`src/rtl/fault_status_pkg.sv`:
```
// constants for the sticky fault status register
package fault_status_pkg;
  localparam logic [7:0] STATUS_ADDR = 8'h04;
  localparam logic [7:0] CTRL1_ADDR = 8'h01;
  localparam logic [7:0] STATUS_RESET = 8'h00;
  localparam logic [7:0] CTRL1_RESET = 8'h2A;
  localparam int RETRY_EN_BIT = 2;
  localparam int RETRY_BIT = 5;
  localparam int OVERCURRENT_BIT = 4;
  localparam int PREWARN_BIT = 3;
  localparam int HEAT_OFF_BIT = 2;
  localparam int LOW_BIT = 1;
  localparam int HIGH_BIT = 0;
  localparam int NUM_FLAGS = 6;
endpackage : fault_status_pkg

```
`src/rtl/sticky_flag.sv`:
```
// one sticky event flag with read clear, set winning
`timescale 1ns/1ps
module sticky_flag (
  input wire logic clk_sys,
  input wire logic rst_n,
  input wire logic event_in,
  input wire logic clear,
  output logic flag_r
);
  // set over clear so no event is lost
  always_ff @(posedge clk_sys or negedge rst_n) begin
    if (!rst_n) begin
      flag_r <= 1'b0;
    end else if (event_in) begin
      flag_r <= 1'b1;
    end else if (clear) begin
      flag_r <= 1'b0;
    end
  end
endmodule : sticky_flag

```
`src/rtl/sticky_fault_status_register.sv`:
```
// read-to-clear fault status register with restart enable control
//
// Behaviour
// - bit 5 latches a restart-retry event until the register is next read.
// - bit 4 latches a current limit event until the register is next read.
// - bit 3 latches a thermal pre-warning event until the register is next read.
// - bit 2 latches a thermal shutdown event until the register is next read.
// - bit 1 latches an output undervoltage event until the register is next read.
// - bit 0 latches an output overvoltage event until the register is next read.
// - bits 7 to 6 are reserved, read as zero, and the host ignores them.
// - the status register sits at address 4h and resets to 00h.
// - each flag reports events since the last read, and a read returns then clears them.
// - the restart-retry flag is only set while the restart enable bit of control 1 is one.
`timescale 1ns/1ps
module sticky_fault_status_register (
  input wire logic clk_sys,
  input wire logic rst_n,
  input wire logic [7:0] reg_addr,
  input wire logic reg_wr,
  input wire logic reg_rd,
  input wire logic [7:0] reg_wdata,
  input wire logic retry_event,
  input wire logic overcurrent_event,
  input wire logic heat_prewarn_event,
  input wire logic heat_off_event,
  input wire logic output_low_event,
  input wire logic output_high_event,
  output logic [7:0] reg_rdata_r,
  output logic retry_restart_enable_r
);
  logic [5:0] ev;
  logic [5:0] flags;
  logic status_rd;

  // event vector in bit order, restart gated by enable
  // a retry pulse while disabled is dropped here, never latched later
  assign ev[fault_status_pkg::RETRY_BIT] = retry_event & retry_restart_enable_r;
  assign ev[fault_status_pkg::OVERCURRENT_BIT] = overcurrent_event;
  assign ev[fault_status_pkg::PREWARN_BIT] = heat_prewarn_event;
  assign ev[fault_status_pkg::HEAT_OFF_BIT] = heat_off_event;
  assign ev[fault_status_pkg::LOW_BIT] = output_low_event;
  assign ev[fault_status_pkg::HIGH_BIT] = output_high_event;
  assign status_rd = reg_rd && (reg_addr == fault_status_pkg::STATUS_ADDR);

  // one sticky flag per event
  // set wins inside each flag, so a clash with the read keeps the event
  genvar gi;
  generate
    for (gi = 0; gi < fault_status_pkg::NUM_FLAGS; gi++) begin : g_flag
      sticky_flag u_flag (
        .clk_sys(clk_sys),
        .rst_n(rst_n),
        .event_in(ev[gi]),
        .clear(status_rd),
        .flag_r(flags[gi])
      );
    end
  endgenerate

  // restart enable held from control 1 writes
  // only the enable bit of control 1 is kept, the other bits have no logic here
  always_ff @(posedge clk_sys or negedge rst_n) begin
    if (!rst_n) begin
      retry_restart_enable_r <= fault_status_pkg::CTRL1_RESET[fault_status_pkg::RETRY_EN_BIT];
    end else if (reg_wr && reg_addr == fault_status_pkg::CTRL1_ADDR) begin
      retry_restart_enable_r <= reg_wdata[fault_status_pkg::RETRY_EN_BIT];
    end
  end

  // read data registered, reserved bits zero
  // other addresses read zero and leave the flags alone
  always_ff @(posedge clk_sys or negedge rst_n) begin
    if (!rst_n) begin
      reg_rdata_r <= fault_status_pkg::STATUS_RESET;
    end else if (status_rd) begin
      reg_rdata_r <= {2'b00, flags};
    end else if (reg_rd) begin
      reg_rdata_r <= 8'h00;
    end
  end

  // assertions
  property p_read_returns;
    @(posedge clk_sys) disable iff (!rst_n)
      status_rd |=> reg_rdata_r == {2'b00, $past(flags)};
  endproperty
  a_read_returns: assert property (p_read_returns) else $error("read data wrong");

  property p_reserved_zero;
    @(posedge clk_sys) disable iff (!rst_n) reg_rdata_r[7:6] == 2'b00;
  endproperty
  a_reserved_zero: assert property (p_reserved_zero) else $error("reserved bits set");

  property p_clear_after_read;
    @(posedge clk_sys) disable iff (!rst_n)
      (status_rd && ev == 6'h00) |=> flags == 6'h00;
  endproperty
  a_clear_after_read: assert property (p_clear_after_read) else $error("flags not cleared");

  // a read leaves exactly the events of its own cycle behind
  property p_event_wins;
    @(posedge clk_sys) disable iff (!rst_n)
      status_rd
      |=> flags == $past(ev);
  endproperty
  a_event_wins: assert property (p_event_wins) else $error("event lost on clear");

  property p_retry_gated;
    @(posedge clk_sys) disable iff (!rst_n)
      (!flags[5] && !(retry_event && retry_restart_enable_r)) |=> !flags[5];
  endproperty
  a_retry_gated: assert property (p_retry_gated) else $error("retry flag without enable");

  property p_retry_set;
    @(posedge clk_sys) disable iff (!rst_n)
      retry_event && retry_restart_enable_r |=> flags[5];
  endproperty
  a_retry_set: assert property (p_retry_set) else $error("retry flag missing");

  property p_hold_overcurrent;
    @(posedge clk_sys) disable iff (!rst_n)
      flags[4] && !status_rd |=> flags[4];
  endproperty
  a_hold_overcurrent: assert property (p_hold_overcurrent) else $error("overcurrent flag dropped");

  property p_set_prewarn;
    @(posedge clk_sys) disable iff (!rst_n) heat_prewarn_event |=> flags[3];
  endproperty
  a_set_prewarn: assert property (p_set_prewarn) else $error("prewarn flag missing");

  property p_set_heat_off;
    @(posedge clk_sys) disable iff (!rst_n) heat_off_event ##1 !status_rd |=> flags[2];
  endproperty
  a_set_heat_off: assert property (p_set_heat_off) else $error("heat off flag lost");

  property p_set_low;
    @(posedge clk_sys) disable iff (!rst_n) output_low_event |=> flags[1];
  endproperty
  a_set_low: assert property (p_set_low) else $error("low flag missing");

  property p_set_high;
    @(posedge clk_sys) disable iff (!rst_n) output_high_event |=> flags[0];
  endproperty
  a_set_high: assert property (p_set_high) else $error("high flag missing");

  // each flag holds until a status read
  property p_hold_retry;
    @(posedge clk_sys) disable iff (!rst_n)
      flags[fault_status_pkg::RETRY_BIT] && !status_rd
      |=> flags[fault_status_pkg::RETRY_BIT];
  endproperty
  a_hold_retry: assert property (p_hold_retry) else $error("retry flag dropped");

  property p_hold_prewarn;
    @(posedge clk_sys) disable iff (!rst_n)
      flags[fault_status_pkg::PREWARN_BIT] && !status_rd
      |=> flags[fault_status_pkg::PREWARN_BIT];
  endproperty
  a_hold_prewarn: assert property (p_hold_prewarn) else $error("prewarn flag dropped");

  property p_hold_heat_off;
    @(posedge clk_sys) disable iff (!rst_n)
      flags[fault_status_pkg::HEAT_OFF_BIT] && !status_rd
      |=> flags[fault_status_pkg::HEAT_OFF_BIT];
  endproperty
  a_hold_heat_off: assert property (p_hold_heat_off) else $error("heat off flag dropped");

  property p_hold_low;
    @(posedge clk_sys) disable iff (!rst_n)
      flags[fault_status_pkg::LOW_BIT] && !status_rd
      |=> flags[fault_status_pkg::LOW_BIT];
  endproperty
  a_hold_low: assert property (p_hold_low) else $error("low flag dropped");

  property p_hold_high;
    @(posedge clk_sys) disable iff (!rst_n)
      flags[fault_status_pkg::HIGH_BIT] && !status_rd
      |=> flags[fault_status_pkg::HIGH_BIT];
  endproperty
  a_hold_high: assert property (p_hold_high) else $error("high flag dropped");

  // without a status read flags only gather events
  property p_accumulate;
    @(posedge clk_sys) disable iff (!rst_n)
      !status_rd |=> flags == ($past(flags) | $past(ev));
  endproperty
  a_accumulate: assert property (p_accumulate) else $error("flags changed without read");

  // a control 1 write loads the restart enable
  property p_enable_write;
    @(posedge clk_sys) disable iff (!rst_n)
      reg_wr && reg_addr == fault_status_pkg::CTRL1_ADDR
      |=> retry_restart_enable_r == $past(reg_wdata[fault_status_pkg::RETRY_EN_BIT]);
  endproperty
  a_enable_write: assert property (p_enable_write) else $error("enable not loaded");

  // any other cycle keeps the restart enable
  property p_enable_hold;
    @(posedge clk_sys) disable iff (!rst_n)
      !(reg_wr && reg_addr == fault_status_pkg::CTRL1_ADDR)
      |=> $stable(retry_restart_enable_r);
  endproperty
  a_enable_hold: assert property (p_enable_hold) else $error("enable changed unasked");

  // reads of other addresses return zero
  property p_other_read_zero;
    @(posedge clk_sys) disable iff (!rst_n)
      reg_rd && reg_addr != fault_status_pkg::STATUS_ADDR
      |=> reg_rdata_r == 8'h00;
  endproperty
  a_other_read_zero: assert property (p_other_read_zero) else $error("other read not zero");

  // read data stands until the next read strobe
  property p_rdata_stands;
    @(posedge clk_sys) disable iff (!rst_n)
      !reg_rd
      |=> $stable(reg_rdata_r);
  endproperty
  a_rdata_stands: assert property (p_rdata_stands) else $error("read data moved");

  c_read_set: cover property (@(posedge clk_sys) disable iff (!rst_n)
    status_rd && flags != 6'h00);
  c_collide: cover property (@(posedge clk_sys) disable iff (!rst_n) status_rd && ev != 6'h00);
  c_enable_write: cover property (@(posedge clk_sys) disable iff (!rst_n)
    reg_wr && reg_addr == fault_status_pkg::CTRL1_ADDR);
  c_retry_blocked: cover property (@(posedge clk_sys) disable iff (!rst_n)
    retry_event && !retry_restart_enable_r);
  c_other_read: cover property (@(posedge clk_sys) disable iff (!rst_n)
    reg_rd && reg_addr != fault_status_pkg::STATUS_ADDR);
endmodule : sticky_fault_status_register

```
`config.mk`:
```
export PLATFORM = sky130hd
export DESIGN_NAME = sticky_fault_status_register
export DESIGN_NICKNAME = d
export VERILOG_FILES = /design/src/rtl/fault_status_pkg.sv /design/src/rtl/sticky_flag.sv /design/src/rtl/sticky_fault_status_register.sv
export SDC_FILE = /design/constraint.sdc
export NUM_CORES = 1
export LEC_CHECK = 0
export ABC_AREA = 0
export BUFFER_PORTS_ARGS = -buffer_cell sky130_fd_sc_hd__clkbuf_2
export CORE_MARGIN = 3
export CORE_UTILIZATION = 25
export CTS_BUF_LIST = sky130_fd_sc_hd__clkbuf_8
export CTS_CLUSTER_SIZE = 10
export DETAILED_ROUTE_END_ITERATION = 12
export GPL_ROUTABILITY_DRIVEN = 0
export GPL_TIMING_DRIVEN = 0
export PLACE_DENSITY_LB_ADDON = 0.3
export SLEW_MARGIN = 40
export SYNTH_ARGS = -nofsm -noshare
export SYNTH_HDL_FRONTEND = slang
export SYNTH_SLANG_ARGS = --single-unit
```
`constraint.sdc`:
```
create_clock -name clk_sys -period 1.5 [get_ports clk_sys]
set_clock_uncertainty 0.15 [all_clocks]
set_input_delay 0.3 -clock clk_sys [delete_from_list [all_inputs] [get_ports clk_sys]]
set_output_delay 0.3 -clock clk_sys [all_outputs]
set_load 0.05 [all_outputs]
```
# Word-level counts from Yosys, hierarchy flattened
# Index checks and enable logic that the tools add are counted.
[totals]
regBits = 15
input_bits = 26
output_inout_bits = 9
ram_bits = 0
latchBits = 0
word_cells = 29
n_memories = 0
romBits = 0
[classes]
add_sub_neg = 0
n_shift = 0
n_div = 0
eq_ne = 2
n_lt_le_gt_ge = 0
reduce_logical = 9
bitwise_logic = 1
n_mux = 9
n_mul = 0
[ops]
columns = ["cell", "n"]
rows = [
  ["2-to-1 mux 8 bit", 2],
  ["nonzero test 2 bit", 7],
  ["== test 8 x 1 -> 1 bit (second input constant)", 1],
  ["== test 8 x 3 -> 1 bit (second input constant)", 1],
  ["2-to-1 mux 1 bit", 7],
  ["logical AND 1 bit", 2],
  ["bitwise AND 1 bit", 1],
]

# Longest topological paths before layout
[logic_depth]
depth_word = 4
depth_mapped = 4
depth_no_buf = 3

# By module
# Synthesis repeated with hierarchy kept, for this count alone.
[unflattened]
hier_cells = 49
hier_area_um2 = 549.3
[modules_own_cells]
columns = ["mod", "instances", "cells_each", "area_each_um2", "seq_area_each_um2"]
rows = [
  ["sticky_fault_status_register", 1, 31, 331.6, 175.2],
  ["sticky_flag", 6, 3, 36.3, 25.0],
]

# Least setup slack after synthesis
# OpenSTA, ideal clock, no wires.
[synth_timing]
kind = "input to register"
start = "input reg_addr[1]"
end = "register g_flag[5].u_flag.flag_r"
t_arrival_ns = 1.050
path_buffers = 0
setup_ns = 0.121
slack_ns = 0.178
t_required_ns = 1.229
stages = 3
cell_sequence = "nor4_4 > nand4_1 > a22o_2"
[synth_between]
elab_chain_len = 3
[synth_lines]
columns = ["element", "line_no", "rtl"]
rows = [
  ["start, declared", "sticky_fault_status_register.sv:18", "input wire logic [7:0] reg_addr,"],
  ["== test 8 x 3 -> 1 bit", "sticky_fault_status_register.sv:43", "assign status_rd = reg_rd && (reg_addr == fault_status_pkg::STATUS_ADDR);"],
  ["logical AND 1 bit", "sticky_fault_status_register.sv:43", ""],
  ["nonzero test 2 bit (no line)", "n/a", ""],
  ["end signal, assigned", "sticky_flag.sv:13", "flag_r <= 1'b0;"],
  ["end signal, assigned", "sticky_flag.sv:15", "flag_r <= 1'b1;"],
  ["end signal, assigned", "sticky_flag.sv:17", "flag_r <= 1'b0;"],
  ["end, declared", "sticky_flag.sv:8", "output logic flag_r"],
]
# Every way passes these cells.
# A chain may end at the register's enable or synchronous reset.

# Final worst setup path
[layout_timing]
start = "register retry_restart_enable_r"
end = "output retry_restart_enable_r"
[layout_rtl]
columns = ["element", "line_no", "rtl"]
rows = [
  ["start, declared", "sticky_fault_status_register.sv:29", "output logic retry_restart_enable_r"],
  ["start signal, assigned", "sticky_fault_status_register.sv:64", "retry_restart_enable_r <= fault_status_pkg::CTRL1_RESET[fault_status_pkg::RETRY_EN_BIT];"],
  ["start signal, assigned", "sticky_fault_status_register.sv:66", "retry_restart_enable_r <= reg_wdata[fault_status_pkg::RETRY_EN_BIT];"],
]
# No word-level cell between the ends.

==> impl_summary.log <==
INFO  metric postLayoutSetupSlackWorst = 0.1692 ns
INFO  metric ys_dominant_reg_cell = sky130_fd_sc_hd__dfrtp_1
INFO  metric finalMaxSlewViolations = 0
INFO  metric yosys.cell_count.top_type = sky130_fd_sc_hd__dfrtp_1
INFO  metric cts_tree = built
INFO  metric core_box_area = between 1500 and 2000 sq um
INFO  metric yosys.area_share.simple = 0.1127
INFO  metric insertion_delay = 0.24 ns
INFO  metric grt_antenna_before_repair = 0
INFO  metric die_y = 52.18 um
INFO  metric max_cap_viol_count = 0
INFO  metric synth.top_cells.by_count = sky130_fd_sc_hd__dfrtp_1, sky130_fd_sc_hd__a22o_1, sky130_fd_sc_hd__a21o_2, sky130_fd_sc_hd__buf_4
INFO  metric cts.sinks = 13
INFO  metric floorplan_die_area = 2722 sq um
INFO  metric crit_path_cell_trace = clkbuf_2
INFO  metric syn_inst = 38
INFO  metric slowest_delay = 0.36 ns
INFO  metric worst-r2r-setup-slack = between 0.5 and 0.6 ns
INFO  metric fin_crit = between 1 and 1.5 ns
INFO  metric cts.clk_slew.worst_paths = ~0.05 ns
INFO  metric holdPathStages = 2
INFO  metric type_of_origin_of_the_critical_path = register
INFO  metric critical_path.endpoint_type = output port
INFO  metric layout_worst_path_cycle_share = 0.8872
INFO  metric boundaryPins = 35
INFO  metric synth_seq_cells = 13
INFO  metric post_synth.cell_area_avg = between 10 and 15 sq um
INFO  metric grt_max_degree = 14
INFO  metric ys_seq_area_frac = 0.6103
INFO  metric initial_utilization = 0.2689
INFO  metric synth_adder_area_share = 0
INFO  metric cts-root-buf = sky130_fd_sc_hd__clkbuf_8
INFO  metric ant_nets = 0
INFO  metric grtUsageMet3 = 0.04558
INFO  metric placement.setup.worst_slack = -0.07273 ns
INFO  metric post_route_cells_drive_above_1_share = 0.5797
INFO  metric netlist.top_cell.by_area = sky130_fd_sc_hd__dfrtp_1
INFO  metric first_global_vias = about 380
INFO  metric post_cts_resized = 0
INFO  metric avgViaCountPerCell = about 4.3
INFO  metric reg2regPathDepth = 1
INFO  metric timing.final.hold_violations = 0
INFO  metric met2_usage_grt = 0.1255
INFO  metric synthArstFlopShare = 1.000
INFO  metric global_route_wire_length_before_repair = between 1.5 and 2 mm
INFO  metric final_standard_cell_utilization_of_the_core = 0.3788
INFO  metric irDropWorstVdd = approximately 0.64 mV
INFO  metric synthDistinctLibCells = 13
INFO  metric n_antenna_cell = 0
INFO  metric grt.overflow.total = 0
INFO  metric grt.busiest_layer = met2
INFO  metric met1_usage = 0.09928
INFO  metric worst-path-stages = 1
INFO  metric num_rows = 16
INFO  metric critPathTopFamily = flip-flops
INFO  metric final_nets = 96
INFO  metric worstHoldPathType = input port to register
INFO  metric cts_inserted_buffers = 3
INFO  metric cp_max_fo = 3
INFO  metric netlist_area = between 500 and 600 sq um
INFO  metric grt_usage = 0.08614
INFO  metric fp.dieW = between 50 and 60 um
INFO  metric ys_warn_count = 0
INFO  metric cts_post_setup_buffers_inserted = 0
INFO  metric worst-path-buf-inv = 1
INFO  metric post_synth_mux_area_share = 0.02113
INFO  metric total_leakage_power = 0.3758 nW
INFO  metric edff_count_synth = 0
INFO  metric synth_top_area_share = 0.6103
INFO  metric critical_path_required = approximately 1.1 ns
INFO  metric synthXorXnorAreaFrac = 0
INFO  metric post_synth_main_area_contributors = sky130_fd_sc_hd__dfrtp_1, sky130_fd_sc_hd__a22o_1, sky130_fd_sc_hd__a21o_2, sky130_fd_sc_hd__buf_4, sky130_fd_sc_hd__nor4_4
INFO  metric synth_compound_gate_area_share = 0.1995
INFO  metric cts-hold-fix-buffers = 1
INFO  metric timing_worst_setup_path_type = register to output port
INFO  metric timing.final.setup_violations = 0
INFO  metric clock_tree.htree_level_count = 1
INFO  metric timing.critical_path.arrival = roughly 0.9 ns
INFO  metric overall_via_count_from_detail_route = about 400
INFO  metric drt-wirelength-per-cell = between 10 and 15 um
INFO  metric remaining_drc_errors = 0
INFO  metric flow.area_growth_from_synthesis = 40.85%
INFO  metric fmaxAchievable = about 750 MHz
INFO  metric clock_tree.buffer_depth = 2
INFO  metric cp_slowest_cell = sky130_fd_sc_hd__dfrtp_1
INFO  metric synth_top_family_by_area = compound AO/OA/AOI/OAI gates
INFO  metric port_buffers = 25
INFO  metric drt_pass1_iterations = 2
INFO  metric unrepaired_setup_endpoints_after_global_routing = no
INFO  metric wirelength = around 1.1 mm
INFO  metric detailedRoute.firstIterationViolations = 2
INFO  metric powerDensity = ~990 nW/um^2
INFO  metric outcome = finished, final reports clean
[sequential cells by signal (all words and copies together) (netlist names)]
register,cells
g_flag.u_flag.flag_r,6
reg_rdata_r,6
retry_restart_enable_r,1
[layer usage]
layer | vias up | share of wire
met4 | 0 | 0.020
met1 | 196 | 0.43
met5 | - | 0
met2 | 12 | 0.49
li1 | 199 | -
met3 | 4 | 0.065
[cells by family (layout without fill, tap and decap cells)]
group,Yosys count,in the layout
DFF,13,13
AOI/OAI and AO/OA,12,12
and+or+nand+nor,7,7
buffers and inverters,4,34
other,1,2
muxes,1,1
[worst paths after layout]
check | start | to
hold reg to reg | g_flag[1].u_flag.flag_r | g_flag[1].u_flag.flag_r
max in group asynchronous | rst_n | g_flag[5].u_flag.flag_r
setup / recovery | retry_restart_enable_r | retry_restart_enable_r
min in group asynchronous | rst_n | reg_rdata_r[2]
hold / removal | output_high_event | g_flag[0].u_flag.flag_r
setup reg to reg | retry_restart_enable_r | retry_restart_enable_r
[final cells by class]
class | count | area, sq um
clock inverters | 1 | 3.754
inverters | 1 | 3.754
repair buffers | 26 | 135.1
clock buffers | 3 | 41.29
plain buffers | 3 | 22.52
multi-input cells | 22 | 185.2
flip-flops and latches | 13 | 325.3
well taps | 27 | 33.78
fillers | 198 | 1231
[metrics by stage]
step | instances | setup TNS, ns | hold slack (ns) | power, W | instance area (sq um)
2_1_floorplan | 39 | 0 | -0.1456 | 0.0004155 | 536.8
3_3_place_gp | 91 | -0.3880 | 0.05669 | 0.0004539 | 695.7
3_5_place_dp | 91 | -0.3296 | 0.06209 | 0.0004556 | 695.7
4_1_cts | 96 | 0 | 0.08453 | 0.0007598 | 750.7
5_1_grt | 96 | 0 | 0.08603 | 0.0007830 | 750.7
6_report | 96 | 0 | 0.08980 | 0.0007436 | 750.7
[cells in the final DEF (no fill, tap or decap)]
cell,count
sky130_fd_sc_hd__dlygate4sd3_1,1
sky130_fd_sc_hd__a22o_2,1
sky130_fd_sc_hd__nor4_4,1
sky130_fd_sc_hd__buf_4,3
sky130_fd_sc_hd__nor2_1,1
sky130_fd_sc_hd__conb_1,2
sky130_fd_sc_hd__and4_2,1
sky130_fd_sc_hd__inv_1,2
sky130_fd_sc_hd__a22o_1,6
sky130_fd_sc_hd__nand4_1,2
sky130_fd_sc_hd__dfrtp_1,13
sky130_fd_sc_hd__nor2b_1,2
sky130_fd_sc_hd__a21o_2,5
sky130_fd_sc_hd__clkbuf_2,25
sky130_fd_sc_hd__mux2_2,1
sky130_fd_sc_hd__clkbuf_8,3
[report_power, final]
part	leakage [nW]	total (W)	switching [W]	internal (W)
Clock	0.0269	0.000293	0.000113	0.000180
Combinational	0.196	0.0000794	0.0000428	0.0000366
Sequential	0.153	0.000371	0.00000746	0.000364
Total	0.376	0.000744	0.000164	0.000580
Note: power is estimated with default switching activity, not from simulation.
